===== config.mk =====
export PLATFORM = sky130hd
export DESIGN_NAME = mcuic_top
export DESIGN_NICKNAME = d
export VERILOG_FILES = /design/src/mcuic_pkg.sv /design/src/mcuic_pin_trig.sv /design/src/mcuic_top.sv
export SDC_FILE = /design/constraint.sdc
export NUM_CORES = 1
export LEC_CHECK = 0
export BUFFER_PORTS_ARGS = -buffer_cell sky130_fd_sc_hd__buf_2
export CORE_AREA = 2 2 121 152
export CTS_CLUSTER_SIZE = 14
export DETAILED_ROUTE_END_ITERATION = 10
export DIE_AREA = 0 0 123 154
export PLACE_DENSITY = 0.76
export SYNTH_ARGS = -nofsm -noshare
export SYNTH_HDL_FRONTEND = slang
export SYNTH_HIERARCHICAL = 1
export SYNTH_SLANG_ARGS = --single-unit

===== constraint.sdc =====
create_clock -name core_clk -period 3.05 [get_ports core_clk]
set_input_delay 0.1525 -clock core_clk [delete_from_list [all_inputs] [get_ports core_clk]]
set_output_delay 0.1525 -clock core_clk [all_outputs]
set_load 0.05 [all_outputs]

===== src/mcuic_pkg.sv =====
package mcuic_pkg;

   // Register byte addresses
   localparam logic [7:0] ADDR_EXTRA_PRIO = 8'h96;
   localparam logic [7:0] ADDR_ENABLE_MAIN = 8'ha8;
   localparam logic [7:0] ADDR_KB_SELECT = 8'ha9;
   localparam logic [7:0] ADDR_PRIO_MAIN = 8'hb8;
   localparam logic [7:0] ADDR_FLAG_LO = 8'hc0;
   localparam logic [7:0] ADDR_FLAG_HI = 8'hc1;
   localparam logic [7:0] ADDR_PIN_EN = 8'hc2;
   localparam logic [7:0] ADDR_PIN_EDGE = 8'hc3;
   localparam logic [7:0] ADDR_PIN_POL = 8'hc4;
   localparam logic [7:0] ADDR_TIMER_EN = 8'hc5;
   localparam logic [7:0] ADDR_STATUS = 8'hc6;
   localparam logic [7:0] ADDR_ENABLE_EXT = 8'he8;
   localparam logic [7:0] ADDR_PRIO_EXT = 8'hf8;

   localparam logic [7:0] RST_VAL = 8'h00;
   localparam logic [15:0] RST_FLAGS = 16'h0000;
   localparam logic [15:0] RST_PC = 16'h0000;

   localparam int NUM_PINS = 5;
   localparam int NUM_KEYS = 8;
   localparam int NUM_FLAGS = 16;
   localparam int NUM_VEC = 15;
   localparam int STACK_DEPTH = 2;

   // Global enable position in the main enable register
   localparam int GLOBAL_EN_BIT = 7;

   // Flag positions: low byte 0..7, high byte 8..15
   localparam int F_PIN0 = 0;
   localparam int F_TMR0 = 1;
   localparam int F_PIN1 = 2;
   localparam int F_TMR1 = 3;
   localparam int F_UTX = 4;
   localparam int F_URX = 5;
   localparam int F_TMA = 6;
   localparam int F_TMB = 7;
   localparam int F_TMR2 = 8;
   localparam int F_KBD = 9;
   localparam int F_PIN2 = 10;
   localparam int F_TWI = 11;
   localparam int F_LVD = 12;
   localparam int F_PIN3 = 13;
   localparam int F_PIN4 = 14;
   localparam int F_WDG = 15;

   // Flags cleared by hardware on vector entry: pins 0/1, timers 0/1
   localparam logic [15:0] HW_CLR_MASK = 16'h000f;

   // Per vector, bit index into {ext, timer, main} enables and into
   // {ext, extra, main} priorities; both maps share one layout.
   localparam logic [4:0] SRC_BIT [NUM_VEC] = '{
      5'h00, 5'h01, 5'h02, 5'h03, 5'h04, 5'h09, 5'h0a, 5'h05,
      5'h17, 5'h10, 5'h08, 5'h13, 5'h11, 5'h12, 5'h15
   };

   localparam logic [15:0] VEC_BASE = 16'h0003;
   localparam logic [3:0] NO_WINNER = 4'hf;

   typedef enum logic [1:0] {
      LVL_NONE = 2'b00,
      LVL_LOW = 2'b01,
      LVL_HIGH = 2'b10,
      LVL_BOTH = 2'b11
   } mcuic_level_t;

endpackage


===== src/mcuic_pin_trig.sv =====
`timescale 1ns/1ns
module mcuic_pin_trig (
   input wire logic core_clk,
   input wire logic sys_rst,
   input wire logic pin_async,
   input wire logic trig_en,
   input wire logic edge_mode,
   input wire logic active_high,
   input wire logic any_edge,
   output logic trig_evt
);
   logic meta_q;
   logic sync_q;
   logic prev_q;
   logic changed;
   logic at_level;

   always_ff @(posedge core_clk) begin
      if (sys_rst) begin
         meta_q <= 1'h0;
         sync_q <= 1'h0;
         prev_q <= 1'h0;
      end else begin
         meta_q <= pin_async;
         sync_q <= meta_q;
         prev_q <= sync_q;
      end
   end

   assign changed = sync_q != prev_q;
   assign at_level = sync_q == active_high;
   // Level mode keeps firing while the pin sits at its active level
   assign trig_evt = trig_en & (any_edge ? changed :
                                edge_mode ? (changed & at_level) : at_level);
endmodule


===== src/mcuic_top.sv =====
`timescale 1ns/1ns
module mcuic_top (
   input wire logic core_clk,
   input wire logic sys_rst,
   input wire logic [7:0] reg_addr,
   input wire logic [7:0] reg_wdata,
   input wire logic reg_wr,
   input wire logic reg_rd,
   output logic [7:0] reg_rdata,
   input wire logic [4:0] ext_pin,
   input wire logic [7:0] kb_pin,
   input wire logic timer_zero_evt,
   input wire logic timer_one_evt,
   input wire logic uart_tx_evt,
   input wire logic uart_rx_evt,
   input wire logic timer_a_evt,
   input wire logic timer_b_evt,
   input wire logic timer_two_evt,
   input wire logic two_wire_evt,
   input wire logic low_voltage_evt,
   input wire logic watchdog_evt,
   input wire logic cpu_boundary,
   input wire logic [15:0] cpu_pc,
   input wire logic cpu_reti,
   output logic irq_pending,
   output logic irq_take,
   output logic [15:0] irq_vector,
   output logic irq_level,
   output logic ret_valid,
   output logic [15:0] ret_pc
);
   // Software registers
   logic [7:0] enable_main_q;
   logic [7:0] enable_ext_q;
   logic [7:0] timer_en_q;
   logic [7:0] prio_main_q;
   logic [7:0] prio_ext_q;
   logic [7:0] extra_prio_q;
   logic [7:0] kb_select_q;
   logic [7:0] pin_en_q;
   logic [7:0] pin_edge_q;
   logic [7:0] pin_pol_q;
   logic [15:0] flag_q;
   logic [15:0] flag_d;

   // Request and service state
   logic [14:0] req_q;
   logic [14:0] vec_req;
   logic [14:0] vec_en;
   logic [14:0] vec_prio;
   logic [14:0] src_flag;
   logic [23:0] en_all;
   logic [23:0] prio_all;
   mcuic_pkg::mcuic_level_t lvl_q;
   mcuic_pkg::mcuic_level_t lvl_d;
   logic [15:0] stack_q [mcuic_pkg::STACK_DEPTH];
   logic [1:0] sp_q;

   // Output flops
   logic [7:0] reg_rdata_q;
   logic irq_pending_q;
   logic irq_take_q;
   logic [15:0] irq_vector_q;
   logic irq_level_q;
   logic ret_valid_q;
   logic [15:0] ret_pc_q;

   // Event wires
   logic [4:0] pin_evt;
   logic [7:0] key_evt;
   logic [15:0] evt_vec;
   logic [15:0] sw_clr;
   logic [15:0] hw_clr;

   // Write decode
   logic wr_enable_main;
   logic wr_enable_ext;
   logic wr_timer_en;
   logic wr_prio_main;
   logic wr_prio_ext;
   logic wr_extra_prio;
   logic wr_kb_select;
   logic wr_pin_en;
   logic wr_pin_edge;
   logic wr_pin_pol;
   logic wr_flag_lo;
   logic wr_flag_hi;
   logic [7:0] rd_mux;

   // Arbitration
   logic global_on;
   logic [14:0] hi_req;
   logic [14:0] lo_req;
   logic [3:0] hi_idx;
   logic [3:0] lo_idx;
   logic [3:0] win_idx;
   logic in_high;
   logic take_hi;
   logic take_lo;
   logic take_now;
   logic pop_now;

   function automatic logic [3:0] first_set(input logic [14:0] v);
      logic [3:0] idx;
      idx = mcuic_pkg::NO_WINNER;
      for (int i = 14; i >= 0; i--) begin
         if (v[i]) begin
            idx = i[3:0];
         end
      end
      return idx;
   endfunction

   // External pins, each with private trigger setup
   for (genvar p = 0; p < mcuic_pkg::NUM_PINS; p++) begin : g_pin
      mcuic_pin_trig u_trig (
         .core_clk(core_clk),
         .sys_rst(sys_rst),
         .pin_async(ext_pin[p]),
         .trig_en(pin_en_q[p]),
         .edge_mode(pin_edge_q[p]),
         .active_high(pin_pol_q[p]),
         .any_edge(1'h0),
         .trig_evt(pin_evt[p])
      );
   end

   // Keyboard inputs: any transition on a selected line
   for (genvar k = 0; k < mcuic_pkg::NUM_KEYS; k++) begin : g_key
      mcuic_pin_trig u_trig (
         .core_clk(core_clk),
         .sys_rst(sys_rst),
         .pin_async(kb_pin[k]),
         .trig_en(kb_select_q[k]),
         .edge_mode(1'h1),
         .active_high(1'h1),
         .any_edge(1'h1),
         .trig_evt(key_evt[k])
      );
   end

   // Source events into flag positions
   assign evt_vec[mcuic_pkg::F_PIN0] = pin_evt[0];
   assign evt_vec[mcuic_pkg::F_TMR0] = timer_zero_evt;
   assign evt_vec[mcuic_pkg::F_PIN1] = pin_evt[1];
   assign evt_vec[mcuic_pkg::F_TMR1] = timer_one_evt;
   assign evt_vec[mcuic_pkg::F_UTX] = uart_tx_evt;
   assign evt_vec[mcuic_pkg::F_URX] = uart_rx_evt;
   assign evt_vec[mcuic_pkg::F_TMA] = timer_a_evt;
   assign evt_vec[mcuic_pkg::F_TMB] = timer_b_evt;
   assign evt_vec[mcuic_pkg::F_TMR2] = timer_two_evt;
   assign evt_vec[mcuic_pkg::F_KBD] = |key_evt;
   assign evt_vec[mcuic_pkg::F_PIN2] = pin_evt[2];
   assign evt_vec[mcuic_pkg::F_TWI] = two_wire_evt;
   assign evt_vec[mcuic_pkg::F_LVD] = low_voltage_evt;
   assign evt_vec[mcuic_pkg::F_PIN3] = pin_evt[3];
   assign evt_vec[mcuic_pkg::F_PIN4] = pin_evt[4];
   assign evt_vec[mcuic_pkg::F_WDG] = watchdog_evt;

   // Register decode
   assign wr_enable_main = reg_wr & (reg_addr == mcuic_pkg::ADDR_ENABLE_MAIN);
   assign wr_enable_ext = reg_wr & (reg_addr == mcuic_pkg::ADDR_ENABLE_EXT);
   assign wr_timer_en = reg_wr & (reg_addr == mcuic_pkg::ADDR_TIMER_EN);
   assign wr_prio_main = reg_wr & (reg_addr == mcuic_pkg::ADDR_PRIO_MAIN);
   assign wr_prio_ext = reg_wr & (reg_addr == mcuic_pkg::ADDR_PRIO_EXT);
   assign wr_extra_prio = reg_wr & (reg_addr == mcuic_pkg::ADDR_EXTRA_PRIO);
   assign wr_kb_select = reg_wr & (reg_addr == mcuic_pkg::ADDR_KB_SELECT);
   assign wr_pin_en = reg_wr & (reg_addr == mcuic_pkg::ADDR_PIN_EN);
   assign wr_pin_edge = reg_wr & (reg_addr == mcuic_pkg::ADDR_PIN_EDGE);
   assign wr_pin_pol = reg_wr & (reg_addr == mcuic_pkg::ADDR_PIN_POL);
   assign wr_flag_lo = reg_wr & (reg_addr == mcuic_pkg::ADDR_FLAG_LO);
   assign wr_flag_hi = reg_wr & (reg_addr == mcuic_pkg::ADDR_FLAG_HI);

   always_ff @(posedge core_clk) begin
      if (sys_rst) begin
         enable_main_q <= mcuic_pkg::RST_VAL;
         enable_ext_q <= mcuic_pkg::RST_VAL;
         timer_en_q <= mcuic_pkg::RST_VAL;
         prio_main_q <= mcuic_pkg::RST_VAL;
         prio_ext_q <= mcuic_pkg::RST_VAL;
         extra_prio_q <= mcuic_pkg::RST_VAL;
      end else begin
         if (wr_enable_main) enable_main_q <= reg_wdata;
         if (wr_enable_ext) enable_ext_q <= reg_wdata;
         if (wr_timer_en) timer_en_q <= reg_wdata;
         if (wr_prio_main) prio_main_q <= reg_wdata;
         if (wr_prio_ext) prio_ext_q <= reg_wdata;
         if (wr_extra_prio) extra_prio_q <= reg_wdata;
      end
   end

   always_ff @(posedge core_clk) begin
      if (sys_rst) begin
         kb_select_q <= mcuic_pkg::RST_VAL;
         pin_en_q <= mcuic_pkg::RST_VAL;
         pin_edge_q <= mcuic_pkg::RST_VAL;
         pin_pol_q <= mcuic_pkg::RST_VAL;
      end else begin
         if (wr_kb_select) kb_select_q <= reg_wdata;
         if (wr_pin_en) pin_en_q <= reg_wdata;
         if (wr_pin_edge) pin_edge_q <= reg_wdata;
         if (wr_pin_pol) pin_pol_q <= reg_wdata;
      end
   end

   // Flags: writing 0 clears, writing 1 leaves alone; a new event wins
   assign sw_clr = {wr_flag_hi ? ~reg_wdata : 8'h00,
                    wr_flag_lo ? ~reg_wdata : 8'h00};
   assign hw_clr = take_now ? (mcuic_pkg::HW_CLR_MASK & (16'h0001 << win_idx)) :
                   16'h0000;
   assign flag_d = (flag_q & ~sw_clr & ~hw_clr) | evt_vec;

   always_ff @(posedge core_clk) begin
      if (sys_rst) flag_q <= mcuic_pkg::RST_FLAGS;
      else flag_q <= flag_d;
   end

   // Per-vector enable, priority and flag
   assign en_all = {enable_ext_q, timer_en_q, enable_main_q};
   assign prio_all = {prio_ext_q, extra_prio_q, prio_main_q};
   assign global_on = enable_main_q[mcuic_pkg::GLOBAL_EN_BIT];

   for (genvar v = 0; v < mcuic_pkg::NUM_VEC; v++) begin : g_vec
      assign vec_en[v] = en_all[mcuic_pkg::SRC_BIT[v]];
      assign vec_prio[v] = prio_all[mcuic_pkg::SRC_BIT[v]];
      if (v < 4) begin : g_direct
         assign src_flag[v] = flag_q[v];
      end else if (v == 4) begin : g_uart
         // Transmit and receive share one vector
         assign src_flag[v] = flag_q[mcuic_pkg::F_UTX] | flag_q[mcuic_pkg::F_URX];
      end else begin : g_shift
         assign src_flag[v] = flag_q[v + 1];
      end
   end

   assign vec_req = src_flag & vec_en & {mcuic_pkg::NUM_VEC{global_on}};

   // Registered once per clock so the boundary sees last cycle's requests
   always_ff @(posedge core_clk) begin
      if (sys_rst) req_q <= 15'h0000;
      else req_q <= vec_req;
   end

   assign hi_req = req_q & vec_prio;
   assign lo_req = req_q & ~vec_prio;
   assign hi_idx = first_set(hi_req);
   assign lo_idx = first_set(lo_req);
   assign in_high = (lvl_q == mcuic_pkg::LVL_HIGH) || (lvl_q == mcuic_pkg::LVL_BOTH);

   // A return in the same cycle as a boundary is handled first
   assign take_hi = cpu_boundary & ~cpu_reti & (|hi_req) & ~in_high;
   assign take_lo = cpu_boundary & ~cpu_reti & (|lo_req) & ~take_hi &
                    (lvl_q == mcuic_pkg::LVL_NONE);
   assign take_now = take_hi | take_lo;
   assign win_idx = take_hi ? hi_idx : lo_idx;
   assign pop_now = cpu_reti & (sp_q != 2'h0);

   always_comb begin
      lvl_d = lvl_q;
      unique case (lvl_q)
         mcuic_pkg::LVL_NONE: begin
            if (take_hi) lvl_d = mcuic_pkg::LVL_HIGH;
            else if (take_lo) lvl_d = mcuic_pkg::LVL_LOW;
         end
         mcuic_pkg::LVL_LOW: begin
            if (cpu_reti) lvl_d = mcuic_pkg::LVL_NONE;
            else if (take_hi) lvl_d = mcuic_pkg::LVL_BOTH;
         end
         mcuic_pkg::LVL_HIGH: begin
            if (cpu_reti) lvl_d = mcuic_pkg::LVL_NONE;
         end
         mcuic_pkg::LVL_BOTH: begin
            if (cpu_reti) lvl_d = mcuic_pkg::LVL_LOW;
         end
      endcase
   end

   always_ff @(posedge core_clk) begin
      if (sys_rst) lvl_q <= mcuic_pkg::LVL_NONE;
      else lvl_q <= lvl_d;
   end

   // Return stack; two levels of nesting need two entries
   always_ff @(posedge core_clk) begin
      if (sys_rst) begin
         sp_q <= 2'h0;
         stack_q[0] <= mcuic_pkg::RST_PC;
         stack_q[1] <= mcuic_pkg::RST_PC;
      end else if (take_now) begin
         stack_q[sp_q[0]] <= cpu_pc;
         sp_q <= sp_q + 2'h1;
      end else if (pop_now) begin
         sp_q <= sp_q - 2'h1;
      end
   end

   always_ff @(posedge core_clk) begin
      if (sys_rst) begin
         irq_take_q <= 1'h0;
         irq_vector_q <= mcuic_pkg::RST_PC;
         irq_level_q <= 1'h0;
         ret_valid_q <= 1'h0;
         ret_pc_q <= mcuic_pkg::RST_PC;
         irq_pending_q <= 1'h0;
      end else begin
         irq_take_q <= take_now;
         if (take_now) begin
            irq_vector_q <= mcuic_pkg::VEC_BASE + {9'h000, win_idx, 3'h0};
            irq_level_q <= take_hi;
         end
         ret_valid_q <= pop_now;
         if (pop_now) ret_pc_q <= stack_q[sp_q[1]];
         irq_pending_q <= |vec_req;
      end
   end

   // Read data one cycle after the strobe; unmapped reads give zero
   assign rd_mux =
      (reg_addr == mcuic_pkg::ADDR_ENABLE_MAIN) ? enable_main_q :
      (reg_addr == mcuic_pkg::ADDR_ENABLE_EXT) ? enable_ext_q :
      (reg_addr == mcuic_pkg::ADDR_TIMER_EN) ? timer_en_q :
      (reg_addr == mcuic_pkg::ADDR_PRIO_MAIN) ? prio_main_q :
      (reg_addr == mcuic_pkg::ADDR_PRIO_EXT) ? prio_ext_q :
      (reg_addr == mcuic_pkg::ADDR_EXTRA_PRIO) ? extra_prio_q :
      (reg_addr == mcuic_pkg::ADDR_KB_SELECT) ? kb_select_q :
      (reg_addr == mcuic_pkg::ADDR_PIN_EN) ? pin_en_q :
      (reg_addr == mcuic_pkg::ADDR_PIN_EDGE) ? pin_edge_q :
      (reg_addr == mcuic_pkg::ADDR_PIN_POL) ? pin_pol_q :
      (reg_addr == mcuic_pkg::ADDR_FLAG_LO) ? flag_q[7:0] :
      (reg_addr == mcuic_pkg::ADDR_FLAG_HI) ? flag_q[15:8] :
      (reg_addr == mcuic_pkg::ADDR_STATUS) ? {4'h0, sp_q, lvl_q} :
      8'h00;

   always_ff @(posedge core_clk) begin
      if (sys_rst) reg_rdata_q <= mcuic_pkg::RST_VAL;
      else if (reg_rd) reg_rdata_q <= rd_mux;
      else reg_rdata_q <= 8'h00;
   end

   assign reg_rdata = reg_rdata_q;
   assign irq_pending = irq_pending_q;
   assign irq_take = irq_take_q;
   assign irq_vector = irq_vector_q;
   assign irq_level = irq_level_q;
   assign ret_valid = ret_valid_q;
   assign ret_pc = ret_pc_q;
endmodule


After elaboration in Yosys (flattened, before gate mapping):

Memories as Yosys holds them, arrays and structs flattened. A register that Yosys moved wholly into a read port is not among the register bits.
Cells that the tools add are included.

* flip-flop bits (word level): 182
* bits in writable memories: 32
* input bits: 61
* output and inout bits: 44
* word-level logic and storage cells: 236
* memories: 1

Memory list
* stack_q: words 2, width 16, read ports 1, clocked after Yosys merged registers in 1, write ports 2, line mcuic_top.sv:56 `logic [15:0] stack_q [mcuic_pkg::STACK_DEPTH];`

* $add $sub $neg: 3
* equal/unequal tests: 38
* shift-type cells: 1
* muxes and demuxes: 69
* bitwise logic cells: 54
* reductions and logical operators: 11

Operators by type and width (number)
* $mux 4: 31
* $mux 8: 14
* $eq 8x8->1 const B: 13
* $and 15x15->15: 4
* $reduce_or 15->1: 3
* $and 1x1->1: 37
* $and 16x16->16: 2
* $mux 16: 1
* $mux 2: 8
* $not 16->16: 1
* $not 4->16: 1
* $or 16x16->16: 1
* $reduce_or 16->1: 1
* $not 15->15: 1
* $mux 1: 14
* $ne 1x1->1: 13
* $add 2x7->8 const A: 1
* $not 8->8: 1
* $pmux 2 s4: 1
* $reduce_or 8->1: 1
* $ne 3x3->1 const B: 2
* $eq 1x1->1: 5
* $eq 2x2->1 const B: 2
* $ne 2x2->1 const B: 2
* other kinds (11): 16

Logic depth before layout (Yosys ltp):

* depth in word-level cells: 23
* mapped depth: 10
* depth with buffers taken out: 8

Hierarchy:

The synthesis kept the hierarchy.

By module, submodules not included
* mcuic_top: times used 1, cells an instance 915, area each 8020.2 sq um, sequential area each 3923.8 sq um
* mcuic_pin_trig: times used 13, cells an instance 10, area each 111.4 sq um, sequential area each 60.1 sq um

Worst setup path before layout:

OpenSTA, ideal clock, no wires.

* path kind: flip-flop to flip-flop
* from: register prio_main_q[3]
* to: memory stack_q[0][0], enable pin
* library setup time: 291 ps
* arrival time: 1835 ps
* required time: 2759 ps
* setup slack: 924 ps
* cell stages (with the launch flop): 9
* path buffers: 1
* clock period less this slack: 2126 ps
* cell sequence: dfxtp_1 > nand2b_1 > nand4_1 > nor3_1 > a21oi_1 > o21bai_1 > buf_2 > nor3_2 > or2_2

RTL lines
* from (decl): line mcuic_top.sv:36 `logic [7:0] prio_main_q;`
* from (signal assigned): line mcuic_top.sv:179 `prio_main_q <= mcuic_pkg::RST_VAL;`
* from (signal assigned): line mcuic_top.sv:186 `if (wr_prio_main) prio_main_q <= reg_wdata;`
* to (decl): line mcuic_top.sv:56

==> reports/results.tsv <==
stage	metric	value	unit
outcome	run status	completed	
critical_path	Worst path slowest cell	nor3_2	
synthesis	adder-cell share of the synthesized area	0	
critical_path	crit path launch	req_q[4]	
power	Leak Pwr	0.00455	uW
layout	fin nets	1262	
layout	area grow syn2layout	19.4	%
grt	GR Util met2	0.444	
hold_path	hold path endpoint	lvl_q[0]	
grt	vias in the first global route	7860	
synthesis	sequential area share after synthesis	0.497	
synthesis	simple-gate share of the synthesized area	0.218	
layout	Final Cell Area	11300	sq um
power	maximum vdd ir drop	0.000399	V
critical_path	Setup CP Type	register to register	
critical_path	WP buf/inv	0	
grt	grt met1 use	0.331	
timing	fin crit period	2.67	ns
critical_path	R2R depth	7	
route	DRT iter0 DRCs	846	
hold_path	Hold Path Depth	3	
synthesis	Synth area leader	dfxtp_1	
cts	CTS Sinks	219	
timing	RSZ-0062 raised after global routing	false	
die	die footprint	18900	sq um
cts	CTS tree	done	
critical_path	CP delay by family, top	simple AND/OR/NAND/NOR gates	
synthesis	Synth Area in Compound Gates	0.156	
timing	Final Hold Vio Count	0	
critical_path	worst-path maximum fanout	17	
route	Routed Antenna Nets	0	
synthesis	flops & latches, synth	219	
power	power per cell area	518	nW/um^2
cts	Clock Path Buffers	3	
layout	post-layout util	0.649	
hold_path	worst hold path startpoint	cpu_boundary	
synthesis	Post-synth EDFFs	32	
placed_design	GP Congestion	0.969	
synthesis	Synth area leaders	dfxtp_1, edfxtp_1, a21oi_1	
die	DIE HEIGHT	154	microns
critical_path	Worst R2R Setup Slack	0.38	ns
grt	global-route usage over all layers	0.267	
critical_path	CP Capture Type	register	
critical_path	Reg-to-Reg End	stack_q[0][11]	
placed_design	hpwl dp	17600	microns
critical_path	startpoint types	register	
timing	Fin Setup TNS	0	ns
synthesis	asr flop ratio synth	0	
die	# IOs	105	
critical_path	worst r2r src	req_q[4]	
critical_path	Critical Path RT	3.21	ns
route	via count	8182	
critical_path	crit-path cells	nor2b_1 -> nand2b_1 -> nor3_1 -> a21oi_1 -> o21bai_1 -> nor3_2 -> or2_2	
route	WL/cell	17.7	microns
die	row count	54	
route	Pre-Repair DR Iteration Count	5	
cts	clk slew on worst S/H paths	0.07	ns
synthesis	post-synth top area share	0.395	
synthesis	post-synthesis xor/xnor area fraction	0.0268	
timing	Period Utilization, post-route	0.874	
timing	final clock skew	0.0205	ns
die	core area	17400	sq um
route	Routed WL	25500	microns
route	# DRC	0	
synthesis	synth unique cells	65	
timing	fmax	375	MHz
die	Die X-Extent	123	microns
grt	GR peak layer	met2	
synthesis	Post-Syn Area	9470	sq um
timing	Slew HR	0.385	
cts	Worst-Skew Late Latency	0.51	ns
synthesis	synth warn	6	
die	Initial Utilization	0.543	
grt	largest net degree at the start of global routing	93	
hold_path	Hold WC Path Type	primary input to register	
synthesis	main combinational cell family by area after synthesis	simple AND/OR/NAND/NOR gates	
cts	CTS Buf Count	22	
timing	fin. max-slew vios	0	
critical_path	crit path DAT	2.83	ns
synthesis	mux share of post-synthesis cell area	0.0547	
power	Power Total	5860	uW
cts	post-cts repair resize count	0	
timing	Worst Tran Pin Value	0.919	ns
cts	post-CTS setup buffers	0	
grt	global-route wire length before repair	39900	microns
grt	total gr overflow	0	
timing	final setup fails	0	
grt	initial antenna violation count	3	
synthesis	Top FF cell, synth	dfxtp_1	
placed_design	PortBufs	94	
synthesis	Post-Syn Area per Cell	9.06	sq um
placed_design	dpl cell area	10200	sq um
timing	final setup margin	0.383	ns
synthesis	synthesized netlist cell count	1045	
placed_design	Place WS	0.421	ns
layout	share of layout cells above drive strength 1	0.135	
grt	GR Util met3	0.0412	
cts	CTS Hold Bufs	40	
critical_path	CP peak stage delay	0.64	ns
cts	H-Tree Depth	1	
route	Vias/cell	5.67	
cts	Root Buffer	clkbuf_16	
run	Max Cap Viol	0	
-- cells by family (layout without fill, tap and decap cells) --
group,after synthesis,count (layout)
mux,51,51
flops,219,219
other cells,2,54
compound gates,228,228
simple gates,417,417
xor+xnor,29,29
buf+inv,99,220
-- cells in the final DEF (no fill, tap or decap), types with 4 or more instances in the layout --
master         netlist  routed
nand2_1            107     107
and3_1              19      19
mux2i_1             45      45
dlygate4sd3_1        0      40
nand4_1              5       5
nor2_1              99      98
inv_1               28      28
clkbuf_16            0      23
xor2_1              14      14
buf_2                6      93
mux2_2               6       6
buf_4               12      17
dfxtp_1            187     187
o22ai_1             16      16
nand2b_1            15      15
o21ai_0             27      27
conb_1               2      52
nor2b_1             47      47
o221a_1             13      13
edfxtp_1            32      32
nand3_1             66      66
nor3_1              15      15
a222oi_1             5       5
xnor2_1             15      15
a211oi_1            17      17
a31oi_1              5       5
clkinv_1             2       5
o21ai_1              4       4
clkinv_2             0       7
a221oi_1            14      14
o311a_1              4       4
or3_1                5       5
a22oi_1              6       6
and2_1              17      17
a21oi_1             97      97
-- stage by stage --
stage / std cells / hold WS, ns
after detailed placement: 1361 / 0.364
after global placement: 1361 / 0.359
after CTS: 1440 / 0.00470
after global routing: 1442 / 0.0239
final: 1442 / 0.00845
after floorplan: 1095 / 0.224
-- tightest hold or removal path, delay by kind of cell --
kind,cells,cell delay [ns]
AO/OA/AOI/OAI,2,0.21
buffers and inverters,1,0.10
-- layer usage --
layer	up-vias	share of wire
li1	3940	-
met1	3790	0.39
met2	358	0.48
met3	92	0.076
met4	2	0.050
met5	-	0.00043
-- sequential cells by signal (all words and copies together) (netlist names), 15 cells and up --
signal and cells:
stack_q 32, flag_q 16, ret_pc 16, req_q 15
-- worst max path at each step --
stage,endpoint,slack [ns],depth (start not counted)
2_1_floorplan,stack_q[0][0],0.92,8
3_3_place_gp,stack_q[0][1],0.52,7
3_5_place_dp,stack_q[0][0],0.42,7
4_1_cts,stack_q[0][0],0.41,7
5_1_grt,stack_q[0][14],0.15,7
6_report,stack_q[0][11],0.38,7
-- report_power, final --
group          total (uW)  switching (uW)  internal, uW
clock                2530            1110          1420
sequential           3000            26.4          2970
combinational         331             208           123
-- cells in the mapped netlist (all sizes together), types with 19 or more instances --
| cell | count |
|---|---|
| clkbuf | 45 |
| edfxtp | 32 |
| and3 | 19 |
| dfxtp | 187 |
| mux2i | 45 |
| nor2 | 99 |
| inv | 28 |
| nand2 | 107 |
| nor2b | 47 |
| buf | 24 |
| nand3 | 67 |
| a21oi | 97 |
| o21ai | 31 |
-- area by class of cell --
cell class              instances  area (sq um)
repair buffers                151          1010
inverters                      30           113
flip-flops and latches        219          4700
clock buffers                  26           607
fillers                      1460          6130
clock inverters                13          68.8
well taps                     224           280
diodes                          2          5.00
multi-input cells             777          4510
Note: power is estimated with default switching activity, not from simulation.
